### src/shared/bsdm_pkg.sv
// Constants and carrier types for the byte swap and digit copy datapath
package bsdm_pkg;

   // ---------------------------------------------
   // Operations and carriers
   // ---------------------------------------------
   typedef enum logic [1:0] {
      BSDM_SWAP16,
      BSDM_SWAP32,
      BSDM_DCOPY
   } bsdm_op_t;

   // Request from the sequencer, taken with the execute strobe
   typedef struct packed {
      bsdm_op_t op;
      logic cnt32;
      logic [31:0] src;
      logic [15:0] dst;
      logic [15:0] source_start_digit;
      logic [15:0] digit_count;
      logic [15:0] n;
   } bsdm_req_t;

   // Write-back towards the operand store
   typedef struct packed {
      logic wr;
      logic [31:0] data;
   } bsdm_res_t;

   // ---------------------------------------------
   // Digits and error codes
   // ---------------------------------------------
   localparam int NIB_W = 4;
   localparam int DIGITS = 4;
   localparam logic [15:0] DIG_MIN = 16'h0001;
   localparam logic [15:0] DIG_MAX = 16'h0004;
   localparam logic [15:0] DEC_MAX = 16'h270F;
   localparam logic [15:0] DEC_BASE = 16'h000A;
   localparam logic [15:0] ERR_BCD = 16'h200D;
   localparam logic [15:0] ERR_RANGE = 16'h200B;
   localparam logic [15:0] ERR_CNT = 16'h200B;

   // ---------------------------------------------
   // Register map (byte addresses)
   // ---------------------------------------------
   localparam int ADR_W = 4;
   localparam logic [3:0] REG_CTRL = 4'h0;
   localparam logic [3:0] REG_STAT = 4'h4;
   localparam logic [3:0] REG_CODE = 4'h8;
   localparam int CTRL_BIN_BIT = 0;
   localparam int STAT_ERR_BIT = 0;
   localparam logic [15:0] CODE_RST = 16'h0000;

endpackage : bsdm_pkg

### src/logic/bsdm_core.sv
// Byte swap and digit copy datapath with Wishbone control registers
//
// Summary of operation
// - 16-bit swap exchanges low and high byte of the word, written back.
// - 32-bit swap swaps bytes within each word, words stay in place.
// - 32-bit counter operand is refused by the 16-bit swap.
// - Digit copy moves count digits from source start to destination start.
// - Digits 1..4 of four bits; start 1..4, count 1..start, dest count..4.
// - Mode flag clear: words are decimal values, digits moved decimally.
// - Mode flag set: raw nibbles moved, no decimal conversion.
// - Decimal mode value outside 0..9999 skips, flags error, code 200D.
// - Source start outside 1..4 skips, flags error, code 200B.
// - Count below 1 or above source start skips, flags error, code 200B.
// - Dest start below count or above 4 skips, flags error, code 200B.
//
// The implementer's own choices: the address map and the Wishbone slave port.
module bsdm_core (
   // Clock and reset
   input wire logic ref_clk_in,
   input wire logic nrst_in,
   // Sequencer request
   input wire logic exec_in,
   input wire bsdm_pkg::bsdm_req_t req_in,
   // Result towards operand store
   output bsdm_pkg::bsdm_res_t res_out,
   output logic done_out,
   output logic err_flag_out,
   // Wishbone slave
   input wire logic wb_cyc_in,
   input wire logic wb_stb_in,
   input wire logic wb_we_in,
   input wire logic [bsdm_pkg::ADR_W-1:0] wb_adr_in,
   input wire logic [3:0] wb_sel_in,
   input wire logic [31:0] wb_dat_in,
   output logic [31:0] wb_dat_out,
   output logic wb_ack_out
);

   // ---------------------------------------------
   // Conversion helpers
   // ---------------------------------------------
   // Binary to packed decimal by shift and add three
   function automatic logic [15:0] bsdm_to_bcd(input logic [15:0] v);
      logic [31:0] s;
      s = {16'h0000, v};
      for (int i = 0; i < 16; i++) begin
         for (int d = 0; d < bsdm_pkg::DIGITS; d++) begin
            if (s[16 + 4*d +: 4] > 4'h4) begin
               s[16 + 4*d +: 4] = s[16 + 4*d +: 4] + 4'h3;
            end
         end
         s = s << 1;
      end
      return s[31:16];
   endfunction : bsdm_to_bcd

   // Packed decimal back to binary, most significant digit first
   function automatic logic [15:0] bsdm_from_bcd(input logic [15:0] b);
      logic [15:0] r;
      r = 16'h0000;
      for (int d = bsdm_pkg::DIGITS - 1; d >= 0; d--) begin
         r = 16'(r * bsdm_pkg::DEC_BASE + 16'(b[4*d +: 4]));
      end
      return r;
   endfunction : bsdm_from_bcd

   // ---------------------------------------------
   // Control registers
   // ---------------------------------------------
   logic digit_binary_mode_flag;
   logic operation_error_flag;
   logic [15:0] error_code_word;
   logic wb_req;
   logic wb_wr;
   logic err_clr;

   assign wb_req = wb_cyc_in && wb_stb_in && !wb_ack_out;
   // Writes land at the edge where the master samples ack, not a cycle early
   assign wb_wr = wb_cyc_in && wb_stb_in && wb_ack_out && wb_we_in && wb_sel_in[0];
   assign err_clr = wb_wr && (wb_adr_in == bsdm_pkg::REG_STAT)
                    && wb_dat_in[bsdm_pkg::STAT_ERR_BIT];

   // ---------------------------------------------
   // Operand checks
   // ---------------------------------------------
   logic is_copy;
   logic bad_cnt;
   logic bad_bcd;
   logic bad_start;
   logic bad_count;
   logic bad_n;
   logic bad_any;
   logic [15:0] err_sel;

   assign is_copy = req_in.op == bsdm_pkg::BSDM_DCOPY;
   // Only the 16-bit swap refuses a counter operand
   assign bad_cnt = req_in.op == bsdm_pkg::BSDM_SWAP16 && req_in.cnt32;
   // Range of the decimal values, unsigned so negatives fail too
   assign bad_bcd = is_copy && !digit_binary_mode_flag
                    && (req_in.src[15:0] > bsdm_pkg::DEC_MAX
                        || req_in.dst > bsdm_pkg::DEC_MAX);
   assign bad_start = is_copy && (req_in.source_start_digit < bsdm_pkg::DIG_MIN
                                  || req_in.source_start_digit > bsdm_pkg::DIG_MAX);
   assign bad_count = is_copy && (req_in.digit_count < bsdm_pkg::DIG_MIN
                                  || req_in.digit_count > req_in.source_start_digit);
   assign bad_n = is_copy && (req_in.n < req_in.digit_count
                              || req_in.n > bsdm_pkg::DIG_MAX);
   assign bad_any = bad_cnt || bad_bcd || bad_start || bad_count || bad_n;

   // Decimal range error reported ahead of the digit range codes
   always_comb begin
      if (bad_bcd) begin
         err_sel = bsdm_pkg::ERR_BCD;
      end else if (bad_cnt) begin
         err_sel = bsdm_pkg::ERR_CNT;
      end else begin
         err_sel = bsdm_pkg::ERR_RANGE;
      end
   end

   // ---------------------------------------------
   // Digit copy datapath
   // ---------------------------------------------
   logic [15:0] src_dig;
   logic [15:0] dst_dig;
   logic [15:0] cpy_dig;
   logic [15:0] cpy_word;
   logic [2:0] start_s;
   logic [2:0] cnt_s;
   logic [2:0] n_s;

   // Decimal mode works on the decimal digits of the values
   assign src_dig = digit_binary_mode_flag ? req_in.src[15:0]
                    : bsdm_to_bcd(req_in.src[15:0]);
   assign dst_dig = digit_binary_mode_flag ? req_in.dst
                    : bsdm_to_bcd(req_in.dst);
   // Small copies; only meaningful once the range checks pass
   assign start_s = req_in.source_start_digit[2:0];
   assign cnt_s = req_in.digit_count[2:0];
   assign n_s = req_in.n[2:0];

   // Destination digit p+1 takes source digit m1-n+p+1 when in the window
   for (genvar p = 0; p < bsdm_pkg::DIGITS; p++) begin : g_dig
      logic take;
      logic [2:0] si;
      // Difference form: a sum of position and count would wrap at digit 4
      assign take = (3'(p + 1) <= n_s) && (3'(p + 1) > n_s - cnt_s);
      assign si = 3'(start_s - n_s + 3'(p));
      assign cpy_dig[p*bsdm_pkg::NIB_W +: bsdm_pkg::NIB_W] = take
         ? src_dig[si[1:0]*bsdm_pkg::NIB_W +: bsdm_pkg::NIB_W]
         : dst_dig[p*bsdm_pkg::NIB_W +: bsdm_pkg::NIB_W];
   end

   // Back to a binary value in decimal mode
   assign cpy_word = digit_binary_mode_flag ? cpy_dig
                     : bsdm_from_bcd(cpy_dig);

   // ---------------------------------------------
   // Result and done
   // ---------------------------------------------
   logic [31:0] next_data;

   always_comb begin
      case (req_in.op)
         bsdm_pkg::BSDM_SWAP16: begin
            next_data = {req_in.src[31:16], req_in.src[7:0], req_in.src[15:8]};
         end
         bsdm_pkg::BSDM_SWAP32: begin
            // Words keep their places, only the bytes inside turn
            next_data = {req_in.src[23:16], req_in.src[31:24],
                         req_in.src[7:0], req_in.src[15:8]};
         end
         bsdm_pkg::BSDM_DCOPY: begin
            // Upper half cleared to zero; the store takes all 32 bits of the result
            next_data = {16'h0000, cpy_word};
         end
         default: begin
            next_data = 32'h0000_0000;
         end
      endcase
   end

   // Write-back only for accepted operations, done for every one
   always_ff @(posedge ref_clk_in) begin
      if (!nrst_in) begin
         res_out <= '0;
         done_out <= 1'b0;
      end else begin
         done_out <= exec_in;
         res_out.wr <= exec_in && !bad_any;
         if (exec_in && !bad_any) begin
            res_out.data <= next_data;
         end
      end
   end

   // Error flag: a new error wins over a software clear in the same cycle
   always_ff @(posedge ref_clk_in) begin
      if (!nrst_in) begin
         operation_error_flag <= 1'b0;
      end else if (exec_in && bad_any) begin
         operation_error_flag <= 1'b1;
      end else if (err_clr) begin
         operation_error_flag <= 1'b0;
      end
   end

   // Code keeps the last error until the next one
   always_ff @(posedge ref_clk_in) begin
      if (!nrst_in) begin
         error_code_word <= bsdm_pkg::CODE_RST;
      end else if (exec_in && bad_any) begin
         error_code_word <= err_sel;
      end
   end

   assign err_flag_out = operation_error_flag;

   // ---------------------------------------------
   // Wishbone slave
   // ---------------------------------------------
   // Mode flag written by software
   always_ff @(posedge ref_clk_in) begin
      if (!nrst_in) begin
         digit_binary_mode_flag <= 1'b0;
      end else if (wb_wr && wb_adr_in == bsdm_pkg::REG_CTRL) begin
         digit_binary_mode_flag <= wb_dat_in[bsdm_pkg::CTRL_BIN_BIT];
      end
   end

   // One wait state: ack and read data one edge after the request
   always_ff @(posedge ref_clk_in) begin
      if (!nrst_in) begin
         wb_ack_out <= 1'b0;
         wb_dat_out <= 32'h0000_0000;
      end else begin
         wb_ack_out <= wb_req;
         wb_dat_out <= 32'h0000_0000;
         if (wb_req && !wb_we_in) begin
            case (wb_adr_in)
               bsdm_pkg::REG_CTRL: begin
                  wb_dat_out[bsdm_pkg::CTRL_BIN_BIT] <= digit_binary_mode_flag;
               end
               bsdm_pkg::REG_STAT: begin
                  wb_dat_out[bsdm_pkg::STAT_ERR_BIT] <= operation_error_flag;
               end
               bsdm_pkg::REG_CODE: begin
                  wb_dat_out[15:0] <= error_code_word;
               end
               default: begin
                  wb_dat_out <= 32'h0000_0000;
               end
            endcase
         end
      end
   end
endmodule : bsdm_core

### config.mk
export PLATFORM = sky130hd
export DESIGN_NAME = bsdm_core
export DESIGN_NICKNAME = d
export VERILOG_FILES = /design/src/shared/bsdm_pkg.sv /design/src/logic/bsdm_core.sv
export SDC_FILE = /design/constraint.sdc
export NUM_CORES = 1
export LEC_CHECK = 0
export BUFFER_PORTS_ARGS = -buffer_cell sky130_fd_sc_hd__buf_2
export CORE_UTILIZATION = 40
export DETAILED_ROUTE_END_ITERATION = 10
export GPL_ROUTABILITY_DRIVEN = 0
export PLACE_DENSITY = 0.59
export SYNTH_ARGS = -nofsm -noshare
export SYNTH_HDL_FRONTEND = slang
export SYNTH_SLANG_ARGS = --single-unit
export TNS_END_PERCENT = 50
### constraint.sdc
create_clock -name ref_clk_in -period 34.7 [get_ports ref_clk_in]
set_input_delay 6.94 -clock ref_clk_in [delete_from_list [all_inputs] [get_ports ref_clk_in]]
set_output_delay 6.94 -clock ref_clk_in [all_outputs]
set_load 0.01 [all_outputs]
==> results of run 1 <==
[path summary, 6_finish.rpt]
| kind | end | slack (ns) | cells after the start |
|---|---|---|---|
| worst max-delay path | res_out[15] | 7.08 | 88 |
| worst min-delay path | wb_dat_out[1] | 0.46 | 2 |
| worst max register to register | res_out[15] | 25.72 | 39 |
| worst min register to register | wb_dat_out[1] | 0.46 | 2 |
[cells by family (layout without fill, tap and decap cells)]
| kind of cell | Yosys count | count (layout) | share of synthesized area, % |
|---|---|---|---|
| and+or+nand+nor | 677 | 677 | 22.9 |
| AOI/OAI and AO/OA | 675 | 675 | 31.7 |
| buffers and inverters | 288 | 332 | 8.28 |
| adders and majority gates | 172 | 172 | 14.6 |
| muxes | 144 | 144 | 10.2 |
| xor gates and xnor gates | 108 | 108 | 6.55 |
| DFF | 44 | 44 | 5.82 |
| other | 1 | 33 | 0.0248 |
[layout by cell type (no fill, tap or decap), types with 39 or more instances in the layout]
master,synthesis,routed
ha_1,163,163
nor2_1,159,159
inv_1,157,157
a21oi_1,153,153
buf_2,19,151
nand2_1,149,149
o21ai_0,106,106
mux2i_1,106,106
xnor2_1,69,68
nor3_1,60,60
nand3_1,48,48
nor2b_1,47,47
dfxtp_1,44,44
o211ai_1,39,39
[worst reg2reg max path, delay by kind of cell, from the launching register on]
family,cells,cell delay (ns)
xor+xnor,7,1.58
mux,2,0.31
buf+inv,4,0.51
flops,1,0.31
compound gates,8,1.54
fa+ha+maj,7,2.19
simple gates,11,2.48
[layer usage]
| metal | GRT usage (%) | wire length, µm |
|---|---|---|
| met3 | 1.80 | 2410 |
| met1 | 31.3 | 21100 |
| met2 | 40.2 | 21600 |
| met4 | 5.70 | 908 |
| met5 | 0 | 13 |
[through the flow]
stage | setup slack, ns | area [µm²] | util [%] | std cells
after floorplan | 10.05 | 15200 | - | 2136
after global placement | 7.53 | 16100 | 43.6 | 2676
after detailed placement | 7.00 | 16100 | 43.6 | 2676
after CTS | 7.20 | 16200 | 44.0 | 2684
after global routing | 5.26 | 16200 | 44.1 | 2687
final | 7.08 | 16300 | 44.1 | 2689
[state kept, by name, summed over array words and instances, names as in the netlist]
register and count:
wb_ack_out 1, error_code_word 3, err_flag_out 1, done_out 1
digit_binary_mode_flag 1, wb_dat_out 4, res_out 33
[layout make-up]
class	count	area (µm²)
Tap cell	504	631
Timing Repair Buffer	163	846
Antenna cell	5	12.5
Inverter	161	604
Fill cell	3853	20600
Clock buffer	6	139
Sequential cell	44	881
Clock inverter	2	38.8
Multi-Input combinational cell	1804	13100
==> impl_metrics.yaml, run 1 <==
floorplan:
  start_util_pct: 41.0
  rows: 70
  core_um2: 36900
  die_w_um: 196
  ios: 213
  die-area_um2: 38600
  die_h_um: 196
synth:
  synthTopCellsByCount: "ha_1 (163), nor2_1 (159), inv_1 (157)"
  yosysSeqAreaShare_pct: 5.82
  synth_area_leaders: "ha_1 (13%), mux2i_1 (7.0%), dfxtp_1 (5.8%)"
  synth_cell_types: 114
  synth_warnings: 0
  synthesis.area_um2: 15100
  synth_cells: 2109
  synth_top_area_share_pct: 13.5
  yosysTopAreaCell: "ha_1"
  synth_area_per_cell_um2: 7.17
  ys_ff_latch: 44
  synthArstFlopShare_pct: 0
  synth_edf_count: 0
  synthFlopType: "dfxtp_1"
  synth_most_common_cell: "ha_1"
clocking:
  cts_tree: "built"
  ctsHoldBuffers: 0
  cts_resized: 0
  numCtsBuffers: 5
  worstSkewPairLatency_ns: 0.29
  post_cts_buffers: 0
  root_buffer: "clkbuf_16"
  cts.path.max_buffers: 2
  path_clk_slew_ns: 0.06
  cts_max_level: 2
  clock-sinks: 44
detailed_routing:
  drt.antenna.violating_nets: 0
  drt_wl_total_um: 46000
  drcViolationCount: 0
  vias: 16085
  wl_per_cell_um: 17.1
  drt-vias-per-instance: 5.98
  dr.first_iter.drc_count: 1385
  drtPass1Iterations: 5
global_route:
  grt_overflow: 0
  grtUsageTotal_pct: 23.3
  grt_pass1_wl_um: 75500
  grt_max_degree: 40
  first_global_vias: 15023
  antenna_found_initial: 6
setup_path:
  critPathTopFamily: "compound AO/OA/AOI/OAI gates"
  arrival_ns: 27.86
  slowest_delay_ns: 0.75
  cp_slowest_cell: "o311ai_0"
  crit_fanout: 11
  crit_required_ns: 34.93
  critPathLaunch: "req_in[61]"
  crit_top_cell: "ha_1"
  crit_type: "in2reg"
  reg2reg_from: "digit_binary_mode_flag"
  end_kind: "register"
  cp-start-kind: "input pin"
  crit_buf_inv: 9
final_layout:
  nNetsFinal: 2494
  drive_above_1_share_pct: 12.8
  syn_to_final_growth_pct: 7.46
outcome:
  outcome: "finished, final reports clean"
timing:
  fin_tns_setup_ns: 0
  worst_slew_pin_slew_ns: 1.14
  slew_violations: 0
  worst_hold_slack_ns: 0.456
  relSlewSlack_pct: 24.0
  finClkSkew_ns: 0.00297
  fin_crit_ns: 27.62
  timing.fmax_mhz: 36.2
  hold_viol: 0
  fin_crit_sh_pct: 79.6
  final-setup-viol-count: 0
  rsz0062_at_grt: "false"
min_path:
  min_from: "error_code_word[1]"
  min_path_type: "reg2reg"
placed_design:
  numPortBuffers: 151
  dp_hpwl_um: 36600
run:
  max_cap_viol_count: 0
Power of run 1 is left out: the tool's default activity adds up to more than one toggle a clock period on the data nets, which glitch-free logic cannot reach.
==> inputs of run 2 (changes only) <==
PLACE_DENSITY = 0.61   (was 0.59)
clock period = 22.9 ns   (was 34.7 ns; I/O delays follow)
==> run 2 against run 1 <==
  * Setup slack lost 6.0 ns
  * Cell count up 4.9%
  * Non-clock buffer count rose by 132
  * First-iteration DRC count shrank 24%
  * Utilization grew 3.5 points
  * Cell area up 7.9%
  * Hold slack gained 0.00076 ns
  * Routed wire length is 1.8% higher
  * Critical endpoint unchanged
  * Largest cell class unchanged
==> impl_metrics.yaml, run 2 (synthesized netlist as in run 1, its figures left out) <==
outcome:
  outcome: "finished, final reports clean"
placed_design:
  placed_cell_area_um2: 17000
  numPortBuffers: 151
  dp_hpwl_um: 37200
global_route:
  first_global_vias: 15430
  grt_pass1_wl_um: 76000
  grt_max_degree: 40
  grtUsageTotal_pct: 23.3
  antenna_found_initial: 7
  grt_overflow: 0
setup_path:
  reg2reg_from: "digit_binary_mode_flag"
  crit_required_ns: 23.14
  slowest_delay_ns: 0.46
  end_kind: "register"
  crit_fanout: 9
  cp_slowest_cell: "fa_2"
  r2r_slack_ns: 14.54
  critPathLaunch: "req_in[61]"
  cp-start-kind: "input pin"
  arrival_ns: 22.06
  crit_type: "in2reg"
  crit_top_cell: "ha_1"
timing:
  worst_slew_pin_slew_ns: 1.14
  finClkSkew_ns: 0.00351
  final-setup-viol-count: 0
  relSlewSlack_pct: 23.5
  slew_violations: 0
  fin_crit_ns: 21.82
  hold_viol: 0
  fin_crit_sh_pct: 95.3
  timing.fmax_mhz: 45.8
final_layout:
  largest_register: "res_out"
  syn_to_final_growth_pct: 15.9
  nFillCells: 3737
  drive_above_1_share_pct: 19.9
  nNetsFinal: 2626
  mostFrequentLayoutCells: "nor2_1 (157), inv_1 (155), ha_1 (155), buf_2 (150), nand2_1 (149)"
  largest_registers: "res_out (33), wb_dat_out (4), error_code_word (3)"
  largest_reg_flops: 33
  final_common_cell: "nor2_1"
  design_area_um2: 17500
clocking:
  clock-sinks: 44
  path_clk_slew_ns: 0.07
  numCtsBuffers: 5
  cts_max_level: 2
  ctsHoldBuffers: 0
  cts.path.max_buffers: 2
  root_buffer: "clkbuf_16"
  worstSkewPairLatency_ns: 0.29
  cts_tree: "built"
detailed_routing:
  drcViolationCount: 0
  dr.first_iter.drc_count: 1054
  vias: 16575
  drtPass1Iterations: 8
  drt-vias-per-instance: 5.87
  drt.antenna.violating_nets: 0
  drt_wl_total_um: 46900
  wl_per_cell_um: 16.6
floorplan:
  die_h_um: 196
  core_um2: 36900
  die_w_um: 196
  rows: 70
  ios: 213
  die-area_um2: 38600
  start_util_pct: 41.0
min_path:
  min_path_type: "reg2reg"
  min_from: "error_code_word[1]"
run:
  max_cap_viol_count: 0
==> run 2: routing by layer <==
metal / routed length, µm / global-route usage (%) / vias up
met5: 14 / 0 / -
met4: 846 / 5.01 / 2
met3: 2420 / 2.22 / 55
met2: 22200 / 40.3 / 486
met1: 21400 / 31.2 / 7766
li1: - / - / 8266
==> run 2: cell type report <==
class | instances | area [µm²] | share of cell area (%)
multi-input combinational | 1804 | 13400 | 76.3
clock buffer | 6 | 139 | 0.792
sequential | 44 | 881 | 5.02
antenna | 6 | 15.0 | 0.0856
inverter | 161 | 604 | 3.45
tap | 504 | 631 | 3.60
clock inverter | 2 | 38.8 | 0.221
timing repair buffer | 295 | 1840 | 10.5
==> run 2: repair_timing <==
item                       in CTS  in global routing
setup buffers                   0                 13
hold endpoints to repair        0                  0
gates resized for setup         0                 64
setup endpoints to repair       0                  6
==> run 2: critical path, delay by kind of cell <==
kind                       cells  cell delay, ns
AOI/OAI and AO/OA             28            4.94
adders and majority gates     18            4.54
and+or+nand+nor               24            3.51
buffers and inverters         17            1.81
xor gates and xnor gates       9            1.73
muxes                          4            0.93
==> run 2: through the flow <==
stage,worst slack (ns),TNS (ns),hold slack [ns],instances,util (%)
after floorplan,0.608,0,0.422,2136,-
after global placement,0.276,0,0.450,2795,46.0
after detailed placement,-0.0766,-0.0766,0.445,2795,46.0
after CTS,0.137,0,0.461,2803,46.5
after global routing,-0.0669,-0.0669,0.504,2820,47.5
final,1.08,0,0.457,2822,47.6
==> run 2: final timing paths <==
path,end,cells past startpoint
min reg2reg,wb_dat_out[1],2
max reg2reg,res_out[15],43
max,res_out[15],100
min,wb_dat_out[1],2
Power of run 2 is left out for the same reason.
==> inputs of run 3 (changes only) <==
PLACE_DENSITY = default   (was 0.61)
PLACE_DENSITY_LB_ADDON = 0.08   (was default)
==> run 3 against run 2 <==
  * Cell count rose by 0.64%
  * Hold slack improved by 0.0065 ns
  * Critical path depth fell by 10
  * Cell area rose by 0.75%
  * Sequential share of layout area barely moved
  * Clock skew barely moved
  * Register-to-register slack got worse by 0.48 ns
  * Flip-flop and latch count did not move
==> impl_metrics.yaml, run 3 (synthesized netlist as in run 1, its figures left out) <==
outcome:
  outcome: "finished, final reports clean"
clocking:
  cts.path.max_buffers: 2
  worstSkewPairLatency_ns: 0.28
  path_clk_slew_ns: 0.06
  cts_max_level: 2
  root_buffer: "clkbuf_16"
  clock-sinks: 44
  numCtsBuffers: 5
  cts_tree: "built"
setup_path:
  cp_slowest_cell: "fa_1"
  cp-start-kind: "input pin"
  crit_fanout: 6
  slowest_delay_ns: 0.46
  crit_top_cell: "ha_1"
  crit_required_ns: 23.13
  arrival_ns: 21.94
  critPathLaunch: "req_in[62]"
  end_kind: "register"
  crit_type: "in2reg"
  reg2reg_from: "digit_binary_mode_flag"
detailed_routing:
  wl_per_cell_um: 17.0
  drt_wl_total_um: 48200
  drtPass1Iterations: 7
  dr.first_iter.drc_count: 1133
  drcViolationCount: 0
  drt.antenna.violating_nets: 0
  vias: 16499
  drt-vias-per-instance: 5.81
final_layout:
  multi_input_comb_area_um2: 13400
  largest_reg_flops: 33
  nNetsFinal: 2647
  final_common_cell: "buf_4"
  mostFrequentLayoutCells: "buf_4 (165), nor2_1 (157), inv_1 (155), ha_1 (154), buf_2 (150)"
  ff_latch_area_um2: 881
  largest_register: "res_out"
  design_area_um2: 17700
  drive_above_1_share_pct: 20.5
  largest_registers: "res_out (33), wb_dat_out (4), error_code_word (3)"
  stdcell_count: 2840
  nFillCells: 3838
  syn_to_final_growth_pct: 16.8
placed_design:
  dp.cells: 2821
  placed_cell_area_um2: 17200
  numPortBuffers: 151
  dp_hpwl_um: 39000
global_route:
  grt_pass1_wl_um: 77900
  first_global_vias: 15487
  grtUsageTotal_pct: 24.3
  grt_overflow: 0
  antenna_found_initial: 5
  grt_max_degree: 40
timing:
  worst_slew_pin_slew_ns: 1.16
  slew_violations: 0
  finClkSkew_ns: 0.00315
  final-setup-viol-count: 0
  fin_crit_sh_pct: 94.8
  relSlewSlack_pct: 21.9
  timing.fmax_mhz: 46.1
  fin_crit_ns: 21.71
  hold_viol: 0
floorplan:
  start_util_pct: 41.0
  ios: 213
  die_h_um: 196
  core_um2: 36900
  die-area_um2: 38600
  die_w_um: 196
  rows: 70
min_path:
  min_from: "error_code_word[3]"
  min_path_type: "reg2reg"
run:
  max_cap_viol_count: 0
## run 3: cell count changes in the layout (fill, tap and decap cells not counted), sizes merged
cell	previous run	this run
clkinvlp	0	1
diode	6	3
buf	294	315
inv	159	160
clkinv	3	2
clkbuf	7	6
## run 3: per-stage QoR
step	utilization (%)	TNS (ns)	hold WS, ns	setup WS (ns)
4_1_cts	47.0	0	0.471	0.177
2_1_floorplan	-	0	0.422	0.608
3_3_place_gp	46.5	0	0.455	0.219
3_5_place_dp	46.5	-0.0328	0.457	-0.0328
6_report	47.9	0	0.463	1.19
5_1_grt	47.9	-0.114	0.496	-0.114
## run 3: worst max-delay path, delay by kind of cell
kind                       cells  cell delay (ns)
AOI/OAI and AO/OA             23             4.44
adders and majority gates     17             4.23
and+or+nand+nor               23             3.87
xor gates and xnor gates       9             1.82
muxes                          6             1.62
buffers and inverters         12             1.36
## run 3: path summary, 6_finish.rpt
| path | slack (ns) | cells after the start | to |
|---|---|---|---|
| hold reg to reg | 0.46 | 2 | wb_dat_out[3] |
| setup reg to reg | 14.06 | 44 | res_out[15] |
| setup / recovery | 1.19 | 90 | res_out[15] |
| hold / removal | 0.46 | 2 | wb_dat_out[3] |
## run 3: layer usage
metal	global-route usage, %	up-vias	wire [µm]	share of wire [%]
li1	-	8315	-	-
met1	32.1	7716	21900	45
met2	41.9	407	22900	47
met3	2.91	57	2410	5.0
met4	5.32	4	976	2.0
met5	0	-	25	0.052
## run 3: layout make-up
class / count / area share [%]
well taps: 504 / 3.57
clock buffers: 5 / 0.708
flip-flops and latches: 44 / 4.99
diodes: 3 / 0.0425
inverters: 161 / 3.42
clock inverters: 3 / 0.262
multi-input cells: 1804 / 75.7
repair buffers: 316 / 11.3
## run 3: repair_timing
| action | in CTS | in global routing |
|---|---|---|
| buffers inserted | 0 | 8 |
| hold buffers | 0 | 0 |
| gates resized for setup | 0 | 61 |
| endpoints found under the setup margin | 0 | 5 |
Power of run 3 is left out for the same reason.
